===== src/rtl/pwm_art_defines.vh =====
// Purpose: Offsets, field positions and reset values of the auto-reload timer
// Assumes: Wishbone word addressing, one 8-bit register per 32-bit word
// Notes:   Byte address = 4 * register index
`ifndef PWM_ART_DEFINES_VH
`define PWM_ART_DEFINES_VH

`define ART_IDX_DUTY3      8'h73
`define ART_IDX_DUTY2      8'h74
`define ART_IDX_DUTY1      8'h75
`define ART_IDX_DUTY0      8'h76
`define ART_IDX_PWMCTL     8'h77
`define ART_IDX_CSR        8'h78
`define ART_IDX_CAR        8'h79
`define ART_IDX_ARR        8'h7a
`define ART_IDX_CAPCSR     8'h7b
`define ART_IDX_CAP1       8'h7c
`define ART_IDX_CAP2       8'h7d

`define ART_CSR_CLOCK_SOURCE_SELECT       7
`define ART_CSR_CC_HI      6
`define ART_CSR_CC_LO      4
`define ART_CSR_TCE        3
`define ART_CSR_FORCE_RELOAD       2
`define ART_CSR_OIE        1
`define ART_CSR_OVF        0

`define ART_CAP_CS_LO      4
`define ART_CAP_CIE_LO     2
`define ART_CAP_CF_LO      0

`define ART_RESET_VAL      8'h00
`define ART_PRESC_W        7
`define ART_CNT_MAX        8'hff

`endif


===== src/rtl/pwm_autoreload_timer.v =====
// Purpose: 8-bit PWM auto-reload timer with prescaler, capture and PWM
// Assumes: Classic Wishbone slave, 32-bit data, one-cycle registered ack
// Notes:   Registers at byte address 4 * index; low 8 bits carry data
// Function
// - Counter increments on each prescaler tick
// - Overflow reloads counter, prescaler untouched
// - Counter access register reads/writes live count
// - Divide input by two to the code
// - Bit 7 selects CPU or external clock
// - Enable bit 3 clear freezes counter and prescaler
// - Reset clears counter, prescaler, selects CPU clock
// - Force reload bit loads, clears prescaler, reads zero
// - Counter write also clears the prescaler
// - Hidden compare loaded from duty at overflow
// - Output enable drives PWM pin push-pull
// - Period is counter clock times 256 minus reload
// - Overflow sets inverse of polarity bit, compare sets polarity bit
// - PWM generation stops during HALT
// - Overflow sets sticky flag, enabled interrupt
// - External mode flags after 256 minus reload events
// - HALT with external clock freezes controls, counts
// - Capture edge latches counter, sets flag
// - Capture blocked until register is read
// - Capture interrupt while flag and enable set
// - Capture edges with their interrupt enabled act as HALT wake sources
// - Reading control register clears overflow flag
// - Edge select zero falling, one rising
// - Reading capture register clears its flag
//
// Our own choices: the Wishbone register port and the register addresses.
`timescale 1ns/1ps
`default_nettype none
`include "pwm_art_defines.vh"
module pwm_autoreload_timer (
  // Clock and reset
  input  wire        i_ref_clk,
  input  wire        i_reset_n,
  // Wishbone slave
  input  wire        i_wb_cyc,
  input  wire        i_wb_stb,
  input  wire        i_wb_we,
  input  wire [9:0]  i_wb_adr,
  input  wire [3:0]  i_wb_sel,
  input  wire [31:0] i_wb_dat,
  output reg  [31:0] o_wb_dat,
  output reg         o_wb_ack,
  // System
  input  wire        i_halt,
  // Pins
  input  wire        i_external_clock_in,
  input  wire [1:0]  i_capture_input_pin,
  output reg  [3:0]  o_pwm_output_pin,
  output reg  [3:0]  o_pwm_output_pin_oe,
  // Interrupt requests
  output reg         o_overflow_irq,
  output reg  [1:0]  o_capture_irq,
  output reg         o_wakeup
);
  // Control state
  reg  [7:0] duty_q [0:3];
  reg  [7:0] pwm_ctl_q;
  reg  [7:0] csr_q;
  reg  [7:0] arr_q;
  reg  [5:0] cap_csr_q;
  reg  [7:0] cap_val_q [0:1];
  reg  [7:0] cnt_q;
  reg  [6:0] presc_q;
  reg  [7:0] cnt_d;
  reg  [6:0] presc_d;
  reg  [31:0] rd_d;
  integer    k;

  // Input synchronisers; two flops per pin keep a metastable level
  // out of the edge logic
  wire       ext_lvl;
  wire       ext_rise;
  wire [1:0] cap_rise;
  wire [1:0] cap_fall;
  wire [1:0] cap_lvl;
  art_sync_edge u_ext (
    .i_ref_clk (i_ref_clk),
    .i_reset_n (i_reset_n),
    .i_pin     (i_external_clock_in),
    .o_level   (ext_lvl),
    .o_rise    (ext_rise),
    .o_fall    ()
  );
  art_sync_edge u_cap0 (
    .i_ref_clk (i_ref_clk),
    .i_reset_n (i_reset_n),
    .i_pin     (i_capture_input_pin[0]),
    .o_level   (cap_lvl[0]),
    .o_rise    (cap_rise[0]),
    .o_fall    (cap_fall[0])
  );
  art_sync_edge u_cap1 (
    .i_ref_clk (i_ref_clk),
    .i_reset_n (i_reset_n),
    .i_pin     (i_capture_input_pin[1]),
    .o_level   (cap_lvl[1]),
    .o_rise    (cap_rise[1]),
    .o_fall    (cap_fall[1])
  );

  // Field views
  wire       clock_source_select = csr_q[`ART_CSR_CLOCK_SOURCE_SELECT];
  wire [2:0] clock_divide_select = csr_q[`ART_CSR_CC_HI:`ART_CSR_CC_LO];
  wire       counter_run_enable  = csr_q[`ART_CSR_TCE];
  wire       overflow_irq_enable = csr_q[`ART_CSR_OIE];
  wire       overflow_flag       = csr_q[`ART_CSR_OVF];
  wire [1:0] capture_edge_select = cap_csr_q[5:4];
  wire [1:0] capture_irq_enable  = cap_csr_q[3:2];
  wire [1:0] capture_flag        = cap_csr_q[1:0];

  // Bus decode; ack is a flop, and masking the take while it is high
  // keeps a request that the master still holds from being taken twice
  wire       bus_req = i_wb_cyc & i_wb_stb & ~o_wb_ack;
  wire [7:0] reg_idx = i_wb_adr[9:2];
  wire       wr      = bus_req & i_wb_we & i_wb_sel[0];
  wire       rd      = bus_req & ~i_wb_we;
  // HALT with external clock freezes the control registers
  wire       ctl_frz = i_halt & clock_source_select;

  function hit;
    input [7:0] idx;
    input [7:0] want;
    begin
      hit = (idx == want);
    end
  endfunction

  // Tap select: prescaler carry into bit n marks a tick of 2^n
  function tap_tick;
    input [6:0] pre;
    input [2:0] sel;
    reg   [7:0] mask;
    begin
      mask     = (8'h01 << sel) - 8'h01;
      tap_tick = ((({1'b0, pre}) & mask) == mask);
    end
  endfunction

  // Sticky flag: a hardware event in the same cycle beats the clear
  function flag_next;
    input cur;
    input set;
    input clr;
    begin
      flag_next = set | (cur & ~clr);
    end
  endfunction

  // Edge select: one picks the rising edge, zero the falling edge
  function sel_edge;
    input want_rise;
    input rise;
    input fall;
    begin
      sel_edge = want_rise ? rise : fall;
    end
  endfunction

  // Clock input: CPU clock every cycle or a synchronised external edge
  wire in_tick  = clock_source_select ? ext_rise : 1'b1;
  wire run      = counter_run_enable & in_tick;
  wire cnt_tick = run & tap_tick(presc_q, clock_divide_select);
  // PWM and capture halt when HALT is on with CPU clock
  wire cpu_halt = i_halt & ~clock_source_select;
  wire step     = cnt_tick & ~cpu_halt;
  wire ovf      = step & (cnt_q == `ART_CNT_MAX);

  wire force_rl = wr & hit(reg_idx, `ART_IDX_CSR) &
                  i_wb_dat[`ART_CSR_FORCE_RELOAD] & ~ctl_frz;
  wire car_wr   = wr & hit(reg_idx, `ART_IDX_CAR) & ~ctl_frz;

  // Counter and prescaler next state; a software load overrides a count
  // step in the same cycle, and a force reload overrides a counter write
  always @* begin
    cnt_d   = cnt_q;
    presc_d = presc_q;
    if (run && !cpu_halt) begin
      presc_d = presc_q + 7'h01;
    end
    if (step) begin
      if (ovf) begin
        cnt_d = arr_q;
      end else begin
        cnt_d = cnt_q + 8'h01;
      end
    end
    if (force_rl) begin
      cnt_d   = arr_q;
      presc_d = 7'h00;
    end else if (car_wr) begin
      cnt_d   = i_wb_dat[7:0];
      presc_d = 7'h00;
    end
  end

  always @(posedge i_ref_clk or negedge i_reset_n) begin
    if (!i_reset_n) begin
      cnt_q   <= `ART_RESET_VAL;
      presc_q <= 7'h00;
    end else begin
      cnt_q   <= cnt_d;
      presc_q <= presc_d;
    end
  end

  // Capture edge qualification
  wire [1:0] cap_edge;
  assign cap_edge[0] = sel_edge(capture_edge_select[0],
                                cap_rise[0], cap_fall[0]);
  assign cap_edge[1] = sel_edge(capture_edge_select[1],
                                cap_rise[1], cap_fall[1]);
  wire [1:0] cap_rd;
  assign cap_rd[0] = rd & hit(reg_idx, `ART_IDX_CAP1);
  assign cap_rd[1] = rd & hit(reg_idx, `ART_IDX_CAP2);
  wire [1:0] cap_take = cap_edge & ~capture_flag;
  // Capture freezes in HALT with the CPU clock, as the counter does
  wire [1:0] cap_set  = cap_take & {2{~cpu_halt}};
  wire       csr_rd   = rd & hit(reg_idx, `ART_IDX_CSR);

  // Register file
  always @(posedge i_ref_clk or negedge i_reset_n) begin
    if (!i_reset_n) begin
      for (k = 0; k < 4; k = k + 1) begin
        duty_q[k] <= `ART_RESET_VAL;
      end
      cap_val_q[0] <= `ART_RESET_VAL;
      cap_val_q[1] <= `ART_RESET_VAL;
      pwm_ctl_q    <= `ART_RESET_VAL;
      csr_q        <= `ART_RESET_VAL;
      arr_q        <= `ART_RESET_VAL;
      cap_csr_q    <= 6'h00;
    end else begin
      if (wr && !ctl_frz) begin
        case (reg_idx)
          `ART_IDX_DUTY3:  duty_q[3] <= i_wb_dat[7:0];
          `ART_IDX_DUTY2:  duty_q[2] <= i_wb_dat[7:0];
          `ART_IDX_DUTY1:  duty_q[1] <= i_wb_dat[7:0];
          `ART_IDX_DUTY0:  duty_q[0] <= i_wb_dat[7:0];
          `ART_IDX_PWMCTL: pwm_ctl_q <= i_wb_dat[7:0];
          `ART_IDX_ARR:    arr_q     <= i_wb_dat[7:0];
          `ART_IDX_CAPCSR: cap_csr_q[5:2] <= i_wb_dat[5:2];
          default: begin
          end
        endcase
        if (hit(reg_idx, `ART_IDX_CSR)) begin
          // Force reload bit is not stored, so it reads as zero
          csr_q[7:3] <= i_wb_dat[7:3];
          csr_q[`ART_CSR_OIE] <= i_wb_dat[`ART_CSR_OIE];
        end
      end
      // Overflow flag: set wins over the read clear
      csr_q[`ART_CSR_OVF] <= flag_next(overflow_flag, ovf,
                                       csr_rd);
      for (k = 0; k < 2; k = k + 1) begin
        if (cap_set[k]) begin
          cap_val_q[k] <= cnt_q;
        end
        cap_csr_q[k] <= flag_next(capture_flag[k], cap_set[k],
                                  cap_rd[k]);
      end
    end
  end

  // Read mux: unmapped indexes and reserved bits read as zero, and the
  // data stands in its flop until the next read
  always @* begin
    rd_d = 32'h0000_0000;
    case (reg_idx)
      `ART_IDX_DUTY3:  rd_d[7:0] = duty_q[3];
      `ART_IDX_DUTY2:  rd_d[7:0] = duty_q[2];
      `ART_IDX_DUTY1:  rd_d[7:0] = duty_q[1];
      `ART_IDX_DUTY0:  rd_d[7:0] = duty_q[0];
      `ART_IDX_PWMCTL: rd_d[7:0] = pwm_ctl_q;
      `ART_IDX_CSR:    rd_d[7:0] = {csr_q[7:3], 1'b0, csr_q[1:0]};
      `ART_IDX_CAR:    rd_d[7:0] = cnt_q;
      `ART_IDX_ARR:    rd_d[7:0] = arr_q;
      `ART_IDX_CAPCSR: rd_d[7:0] = {2'b00, cap_csr_q};
      `ART_IDX_CAP1:   rd_d[7:0] = cap_val_q[0];
      `ART_IDX_CAP2:   rd_d[7:0] = cap_val_q[1];
      default:         rd_d = 32'h0000_0000;
    endcase
  end

  always @(posedge i_ref_clk or negedge i_reset_n) begin
    if (!i_reset_n) begin
      o_wb_ack <= 1'b0;
      o_wb_dat <= 32'h0000_0000;
    end else begin
      o_wb_ack <= bus_req;
      if (rd) begin
        o_wb_dat <= rd_d;
      end
    end
  end

  // PWM channels; each compares the next count, so that raw_q
  // changes in step with the counter value that matches its compare; o_pwm follows a cycle later and the pin flop a cycle after that
  wire [3:0] pwm_raw;
  genvar g;
  generate
    for (g = 0; g < 4; g = g + 1) begin : g_pwm
      art_pwm_channel u_ch (
        .i_ref_clk  (i_ref_clk),
        .i_reset_n  (i_reset_n),
        .i_ovf      (ovf),
        .i_step     (step),
        .i_next_cnt (cnt_d),
        .i_duty     (duty_q[g]),
        .i_polarity (pwm_ctl_q[g]),
        .i_halt     (i_halt),
        .o_pwm      (pwm_raw[g])
      );
    end
  endgenerate

  // Wake sources: an overflow wakes only while the external clock counts
  wire       ovf_wake = ovf & overflow_irq_enable &
                        clock_source_select;
  wire       cap_wake = |(cap_edge & capture_irq_enable);

  // Pin and interrupt outputs; a pin reads low while its drive is off
  always @(posedge i_ref_clk or negedge i_reset_n) begin
    if (!i_reset_n) begin
      o_pwm_output_pin    <= 4'h0;
      o_pwm_output_pin_oe <= 4'h0;
      o_overflow_irq      <= 1'b0;
      o_capture_irq       <= 2'b00;
      o_wakeup            <= 1'b0;
    end else begin
      o_pwm_output_pin    <= pwm_raw & pwm_ctl_q[7:4];
      o_pwm_output_pin_oe <= pwm_ctl_q[7:4];
      o_overflow_irq      <= overflow_flag & overflow_irq_enable;
      o_capture_irq       <= capture_flag & capture_irq_enable;
      o_wakeup            <= i_halt & (ovf_wake | cap_wake);
    end
  end

  wire unused_ok = &{1'b0, ext_lvl, cap_lvl, i_wb_sel[3:1],
                     i_wb_dat[31:8]};
endmodule // pwm_autoreload_timer
`default_nettype wire


===== src/rtl/art_sync_edge.v =====
// Purpose: Two-flop synchroniser with rise and fall pulses
// Assumes: Single clock domain
// Notes:   First stage feeds only the second stage
`timescale 1ns/1ps
`default_nettype none
module art_sync_edge (
  // Clock and reset
  input  wire i_ref_clk,
  input  wire i_reset_n,
  // Pin and edges
  input  wire i_pin,
  output wire o_level,
  output wire o_rise,
  output wire o_fall
);
  reg meta_q;
  reg sync_q;
  reg last_q;

  always @(posedge i_ref_clk or negedge i_reset_n) begin
    if (!i_reset_n) begin
      meta_q <= 1'b0;
      sync_q <= 1'b0;
      last_q <= 1'b0;
    end else begin
      meta_q <= i_pin;
      sync_q <= meta_q;
      last_q <= sync_q;
    end
  end

  assign o_level = sync_q;
  assign o_rise  = sync_q & ~last_q;
  assign o_fall  = ~sync_q & last_q;
endmodule // art_sync_edge
`default_nettype wire


===== src/rtl/art_pwm_channel.v =====
// Purpose: One PWM channel with hidden compare register
// Assumes: Overflow and count-step strobes come from the timer core
// Notes:   Output is registered
`timescale 1ns/1ps
`default_nettype none
`include "pwm_art_defines.vh"
module art_pwm_channel (
  // Clock and reset
  input  wire       i_ref_clk,
  input  wire       i_reset_n,
  // Timer state
  input  wire       i_ovf,
  input  wire       i_step,
  input  wire [7:0] i_next_cnt,
  input  wire [7:0] i_duty,
  input  wire       i_polarity,
  input  wire       i_halt,
  // Output
  output reg        o_pwm
);
  reg [7:0] cmp_q;
  reg       raw_q;

  always @(posedge i_ref_clk or negedge i_reset_n) begin
    if (!i_reset_n) begin
      cmp_q <= `ART_RESET_VAL;
      raw_q <= 1'b0;
      o_pwm <= 1'b0;
    end else begin
      if (i_ovf) begin
        cmp_q <= i_duty;
        raw_q <= 1'b1;
      end else if (i_step && i_next_cnt == cmp_q) begin
        raw_q <= 1'b0;
      end
      if (!i_halt) begin
        o_pwm <= raw_q ^ i_polarity;
      end
    end
  end
endmodule // art_pwm_channel
`default_nettype wire


===== config.mk =====
export PLATFORM = sky130hd
export DESIGN_NAME = pwm_autoreload_timer
export DESIGN_NICKNAME = d
export VERILOG_FILES = /design/src/rtl/pwm_autoreload_timer.v /design/src/rtl/art_sync_edge.v /design/src/rtl/art_pwm_channel.v
export VERILOG_INCLUDE_DIRS = /design/src /design/src/rtl
export SDC_FILE = /design/constraint.sdc
export NUM_CORES = 1
export LEC_CHECK = 0
export BUFFER_PORTS_ARGS = -buffer_cell sky130_fd_sc_hd__buf_2
export CAP_MARGIN = 0
export CORE_ASPECT_RATIO = 0.6
export CORE_MARGIN = 4
export CORE_UTILIZATION = 55
export CTS_BUF_LIST = sky130_fd_sc_hd__clkbuf_8
export DETAILED_ROUTE_END_ITERATION = 7
export PLACE_DENSITY_LB_ADDON = 0.2
export SETUP_SLACK_MARGIN = 0.02
export SLEW_MARGIN = 20
export SYNTH_ARGS = -nofsm -noshare
export SYNTH_HDL_FRONTEND = slang
export SYNTH_HIERARCHICAL = 1
export SYNTH_SLANG_ARGS = --single-unit

===== constraint.sdc =====
create_clock -name i_ref_clk -period 9.5 [get_ports i_ref_clk]
set_input_delay 0 -clock i_ref_clk [delete_from_list [all_inputs] [get_ports i_ref_clk]]
set_output_delay 0 -clock i_ref_clk [all_outputs]
set_load 0.05 [all_outputs]

==> summary.md, run 1 <==
| Metric | Value |
|---|---|
| First-pass GRT wire length | `34300 um` |
| Tmin final | `4410 ps` |
| Mapped cell area | `0.00808 sq mm` |
| Crit path kind | `flip-flop to flip-flop` |
| Core Region | `0.0140 sq mm` |
| Initial Util | `57.7%` |
| DR pass1 iterations | `6` |
| Die Wd | `165 um` |
| Required time of the critical path | `9810 ps` |
| Max Transition Viols Final | `0` |
| GRT Total Usage | `27.8%` |
| Total I/O pin count | `100` |
| Status | `finished, final reports clean` |
| Fin. Hold Viols | `0` |
| Initial DRC count | `707` |
| CTS Root Cell | `clkbuf_8` |
| CTS tree | `yes` |
| Port bufs | `46` |
| Number of global-route vias before repair | `5640` |
| Setup bufs post-CTS | `0` |
| Leak pwr | `0.00416 uW` |
| Routed vias/inst | `6.23` |
| Pre-CTS WS | `5220 ps` |
| Post-route antenna net violation count | `0` |
| Total power | `1320 uW` |
| Cells after Synth | `720` |
| Avg Cell Area, Syn | `11.2 sq um` |
| Met1 GRT Util | `44.9%` |
| FMAX | `227 MHz` |
| Total number of vias | `6070` |
| Largest net degree at the start of global routing | `99` |
| Post-route DRC | `0` |
| CTS buffer count | `17` |
| Setup WS post-layout | `5090 ps` |
| Die H | `102 um` |
| GR peak layer | `met1` |
| Clock Sinks | `162` |
| Hold Crit Class | `primary input to flip-flop` |
| HPWL Detailed | `16000 um` |
| Critical path capture point type | `flip-flop` |
| Worst slew margin | `27.4%` |
| Avg WL per Cell | `23.2 um` |
| Final Cycle Share | `46.4%` |
| Maximum vdd drop | `0.102 mV` |
| Worst-Skew Late Latency | `450 ps` |
| Fin nets | `828` |
| Grt ovf | `0` |
| Clk_skew | `21.5 ps` |
| Final Setup Violations | `0` |
| YS warnings | `6` |
| Fillers | `1130` |
| Routing usage on met2 | `37.0%` |
| H-tree lvl count | `4` |
| Worst-Margin Slew | `1080 ps` |
| Placed Cells | `930` |
| Ant diodes | `0` |
| Routability cong. | `0.930` |
| Layout cells sized above 1 | `26.1%` |
| Max FO, Critical Path | `10` |
| Antenna violations before repair | `1` |
| CP Data Arrival Time | `4720 ps` |
| Max-cap viol count | `0` |
| Power density cells | `149 mW/mm^2` |
| Synth-to-layout area growth | `9.41%` |
| Worst-path clk slew | `100 ps` |
| RSZ-0062 raised after global routing | `false` |
| Final design utilization | `63.2%` |
| Routed Wire Length | `22700 um` |
| Post-route insts no fill | `975` |
| DIE AREA | `0.0168 sq mm` |
| Startpoint Class | `flip-flop` |
| M3 GR Usage | `8.06%` |
| Setup TNS | `0 ps` |
| Max clock buf depth | `2` |
| Row cnt | `33` |
## state kept, by name, summed over array words and instances, names as in the netlist, 2 cells and up
| name | count |
|---|---|
| cap_csr_q | 6 |
| duty_q | 32 |
| cap_val_q | 16 |
| o_wb_dat | 8 |
| cnt_q | 8 |
| o_capture_irq | 2 |
| clock_divide_select | 3 |
| arr_q | 8 |
| o_pwm_output_pin_oe | 4 |
| g_pwm.u_ch/raw_q | 4 |
| o_pwm_output_pin | 4 |
| pwm_ctl_q | 8 |
| presc_q | 7 |
| g_pwm.u_ch/cmp_q | 32 |
| csr_q | 2 |
| g_pwm.u_ch/o_pwm | 4 |
## cells in the final DEF, fill, tap and decap left out, types with 6 or more instances in the layout
| cell | n |
|---|---|
| dlygate4sd3_1 | 13 |
| inv_1 | 30 |
| o22ai_1 | 9 |
| xor2_1 | 23 |
| nor3_1 | 10 |
| nor4_1 | 6 |
| nand2_1 | 51 |
| inv_6 | 8 |
| nand4_1 | 8 |
| clkbuf_8 | 17 |
| o211ai_1 | 6 |
| a22oi_1 | 7 |
| mux2_2 | 99 |
| nor2b_1 | 14 |
| conb_1 | 24 |
| o21ai_0 | 42 |
| nand3_1 | 14 |
| dfrtp_1 | 162 |
| mux2i_1 | 14 |
| a21oi_1 | 15 |
| nor2_1 | 32 |
| and2_1 | 9 |
| a31oi_1 | 8 |
| buf_2 | 45 |
| buf_4 | 6 |
| xnor2_1 | 7 |
## critical path: stages, from the launching register on
cell and delay (ps):
dfrtp_1 540, or3_1 400, ha_1 250, and2_0 160, o21ai_0 150, a21oi_1 240
or3_4 480, inv_1 420, a21boi_0 160, o21ai_0 870, xor2_1 140, nor3_1 300
a31oi_1 150
## layout make-up
class | count | area (sq um) | share of cell area, %
Tap cell | 192 | 240 | 2.72
Clock buffer | 17 | 234 | 2.65
Timing Repair Buffer | 65 | 412 | 4.65
Inverter | 28 | 105 | 1.19
Clock inverter | 15 | 126 | 1.43
Sequential cell | 162 | 4050 | 45.8
Multi-Input combinational cell | 496 | 3670 | 41.5
## where the power goes
group          internal, uW  switching, uW  total [uW]
Combinational          33.6           99.8         133
Clock                   188            276         465
Sequential              704           13.1         718
Total                   926            389        1320
## through the flow
stage	hold WS [ps]	area (sq um)
2_1_floorplan	-296	8170
3_3_place_gp	110	8350
3_5_place_dp	110	8350
4_1_cts	30.7	8840
5_1_grt	25.8	8840
6_report	50.8	8840
## per-layer routing
metal  wire length (um)  up-vias
met4                143        2
met2               9130      329
li1                   -     2652
met5                 13        -
met1              10800     3066
met3               2620       21
## final timing paths
| check | start | to | slack, ps | depth (start not counted) |
|---|---|---|---|---|
| worst min register to register | u_cap1/meta_q | u_cap1/o_level | 350 | 0 |
| min in group asynchronous | i_reset_n | presc_q[6] | 200 | 2 |
| worst min-delay path | i_wb_we | o_wb_dat[5] | 50 | 3 |
| worst max-delay path | clock_divide_select[0] | g_pwm[0].u_ch/raw_q | 5090 | 12 |
| max in group asynchronous | i_reset_n | arr_q[1] | 7890 | 3 |
| worst max register to register | clock_divide_select[0] | g_pwm[0].u_ch/raw_q | 5090 | 12 |
## repair_timing
item | 4_1_cts | 5_1_grt
hold buffers | 13 | 0
hold endpoints to repair | 132 | 0
gates resized for setup | 0 | 0
endpoints found under the setup margin | 0 | 0
No activity file was read; power rests on OpenSTA's default activity.
==> run 2: changes to the inputs <==
==> constraint.sdc (replaced) <==
create_clock -name i_ref_clk -period 4.1 [get_ports i_ref_clk]
set_input_delay 0 -clock i_ref_clk [delete_from_list [all_inputs] [get_ports i_ref_clk]]
set_output_delay 0 -clock i_ref_clk [all_outputs]
set_load 0.05 [all_outputs]
==> run 2 against run 1 <==
Compared with the run above: critical path depth increased by 1; setup slack got worse by 4500 ps; critical path type unchanged; total power increased to 2.5 times the previous value; highest routed layer is now met4; wire length increased by 0.31%; register-to-register slack got worse by 4500 ps.
==> summary.md, run 2 (synthesis results as in run 1) <==
| Metric | Value |
|---|---|
| H-tree lvl count | `4 (unchanged)` |
| Final design utilization | `64.5% (+1.3 points)` |
| Largest net degree at the start of global routing | `77 (-22%)` |
| Max FO, Critical Path | `10 (unchanged)` |
| CP Data Arrival Time | `3860 ps (-860 ps)` |
| Worst-Margin Slew | `876 ps (-202 ps)` |
| Worst-path clk slew | `90 ps (about the same)` |
| Setup WS post-layout | `565 ps (-4520 ps)` |
| Commonest non-fill, non-tap cell in the layout | `dfrtp_1` |
| Fin nets | `838 (+1.2%)` |
| Final Setup Violations | `0 (unchanged)` |
| Port bufs | `46 (unchanged)` |
| Total number of vias | `6149 (+1.3%)` |
| FMAX | `283 MHz (+25%)` |
| Ant diodes | `0 (unchanged)` |
| Tmin final | `3530 ps (-876 ps)` |
| Layout cells sized above 1 | `27.1% (+1.1 points)` |
| Die H | `102 um (unchanged)` |
| Routability cong. | `0.926 (-0.40%)` |
| R2R setup slack | `570 ps (-4520 ps)` |
| Maximum vdd drop | `0.273 mV (+170%)` |
| CTS Root Cell | `clkbuf_8` |
| Critical path capture point type | `flip-flop` |
| Crit path kind | `flip-flop to flip-flop` |
| Required time of the critical path | `4420 ps (-5390 ps)` |
| Initial DRC count | `612 (-13%)` |
| R2r startpoint | `clock_divide_select[0]` |
| Leak pwr | `0.00425 uW (+2.2%)` |
| Startpoint Class | `flip-flop` |
| Initial Util | `57.7% (unchanged)` |
| Pre-CTS WS | `648 ps (-4570 ps)` |
| RSZ-0062 raised after global routing | `false` |
| Clk_skew | `15.9 ps (-5.65 ps)` |
| Post-route antenna net violation count | `0 (unchanged)` |
| Synth-to-layout area growth | `11.6%` |
| Max clock buf depth | `2 (unchanged)` |
| Clock Sinks | `162 (unchanged)` |
| Final Cycle Share | `86.2% (+40 points)` |
| Crit Reg-Reg Endpoint | `g_pwm[0].u_ch/raw_q` |
| First-pass GRT wire length | `35200 um (+2.6%)` |
| Max-cap viol count | `0 (unchanged)` |
| HPWL Detailed | `16200 um (+0.77%)` |
| DIE AREA | `0.0168 sq mm (unchanged)` |
| Fin. Hold Viols | `0 (unchanged)` |
| Routed vias/inst | `6.25 (+0.37%)` |
| Setup TNS | `0 ps (unchanged)` |
| Post-route DRC | `0 (unchanged)` |
| Antenna violations before repair | `0 (-1)` |
| Largest regs | `duty_q: 32 flops, g_pwm.u_ch/cmp_q: 32 flops, cap_val_q: 16 flops` |
| Most frequent cells in the layout | `dfrtp_1 (162), mux2_2 (99), nand2_1 (51)` |
| Worst-Skew Late Latency | `450 ps (about the same)` |
| Max Transition Viols Final | `0 (unchanged)` |
| CTS tree | `yes` |
| Hold Path Origin | `i_wb_we` |
| Resized cells post-CTS | `0 (unchanged)` |
| Grt ovf | `0 (unchanged)` |
| Worst slew margin | `41.0% (+14 points)` |
| DR pass1 iterations | `8 (+2)` |
| Fillers | `1116 (-1.2%)` |
| Total I/O pin count | `100 (unchanged)` |
| Power density cells | `367 mW/mm^2 (+150%)` |
| Die Wd | `165 um (unchanged)` |
| GRT Total Usage | `28.2% (+0.39 points)` |
| Status | `finished, final reports clean` |
| Hold Path Cell Cnt | `3 (unchanged)` |
| Hold Crit Endpoint | `o_wb_dat[5]` |
| CTS buffer count | `17 (unchanged)` |
| Avg WL per Cell | `23.1 um (-0.60%)` |
| Reg2Reg Depth | `13 (+1)` |
| Hold Crit Class | `primary input to flip-flop` |
| Number of global-route vias before repair | `5845 (+3.6%)` |
| Row cnt | `33 (unchanged)` |
| Routed Wire Length | `22700 um (+0.31%)` |
| Core Region | `0.0140 sq mm (unchanged)` |
## run 2: cell types whose count changed in the layout (fill, tap and decap cells not counted), sizes merged
cell,previous run,this run
buf,52,62
bufinv,0,4
clkinv,3,2
inv,38,34
## run 2: power by group
part           internal (uW)  switching (uW)  total [uW]
clock                    682             654        1340
sequential              1630            29.8        1660
combinational           80.7             232         312
total                   2400             916        3310
## run 2: final cells by class
class | instances | area (sq um) | area share [%]
Clock buffer | 17 | 234 | 2.59
Clock inverter | 14 | 218 | 2.41
Inverter | 28 | 105 | 1.16
Multi-Input combinational cell | 496 | 3670 | 40.7
Sequential cell | 162 | 4050 | 44.9
Tap cell | 192 | 240 | 2.66
Timing Repair Buffer | 75 | 499 | 5.53
## run 2: worst max path at each step
| stage | depth (start not counted) | endpoint | slack [ps] | startpoint |
|---|---|---|---|---|
| 2_1_floorplan | 12 | g_pwm[0].u_ch/cmp_q[1] | 850 | clock_divide_select[1] |
| 3_3_place_gp | 13 | g_pwm[3].u_ch/raw_q | 760 | clock_divide_select[0] |
| 3_5_place_dp | 13 | g_pwm[0].u_ch/raw_q | 650 | clock_divide_select[0] |
| 4_1_cts | 13 | g_pwm[0].u_ch/raw_q | 630 | clock_divide_select[0] |
| 5_1_grt | 13 | g_pwm[0].u_ch/raw_q | 430 | clock_divide_select[0] |
| 6_report | 13 | g_pwm[0].u_ch/raw_q | 570 | clock_divide_select[0] |
## run 2: metal layers
metal  up-vias  part of all wire (%)  GRT usage, %
li1       2674                     -             -
met2       340                    40          37.6
met3        38                    13          9.03
met4         0                   1.4          6.33
met5         -                     0             0
met1      3097                    46          44.7
## run 2: through the flow
step	instance area, sq um	hold WS [ps]	cells	power (uW)
finish	9020	30.4	984	3310
global route	9020	45.6	984	3430
CTS	9020	14.1	984	3320
detailed placement	8440	88.1	940	1990
global placement	8440	76.7	940	1990
floorplan	8170	-296	743	1890
## run 2: worst max-delay path, cell delays in order (launching register included)
cell and delay (ps):
dfrtp_1 510, or3_1 400, ha_1 260, and2_0 160, o21ai_0 150, a21oi_1 100, or3_4 420, inv_1 220
buf_4 230, and3_1 160, o21ai_0 80, buf_4 190, a222oi_1 400, a31oi_1 140
## run 2: repair_timing
action | CTS | global route
hold buffers | 13 | 0
setup buffers | 0 | 0
hold endpoints to repair | 105 | 0
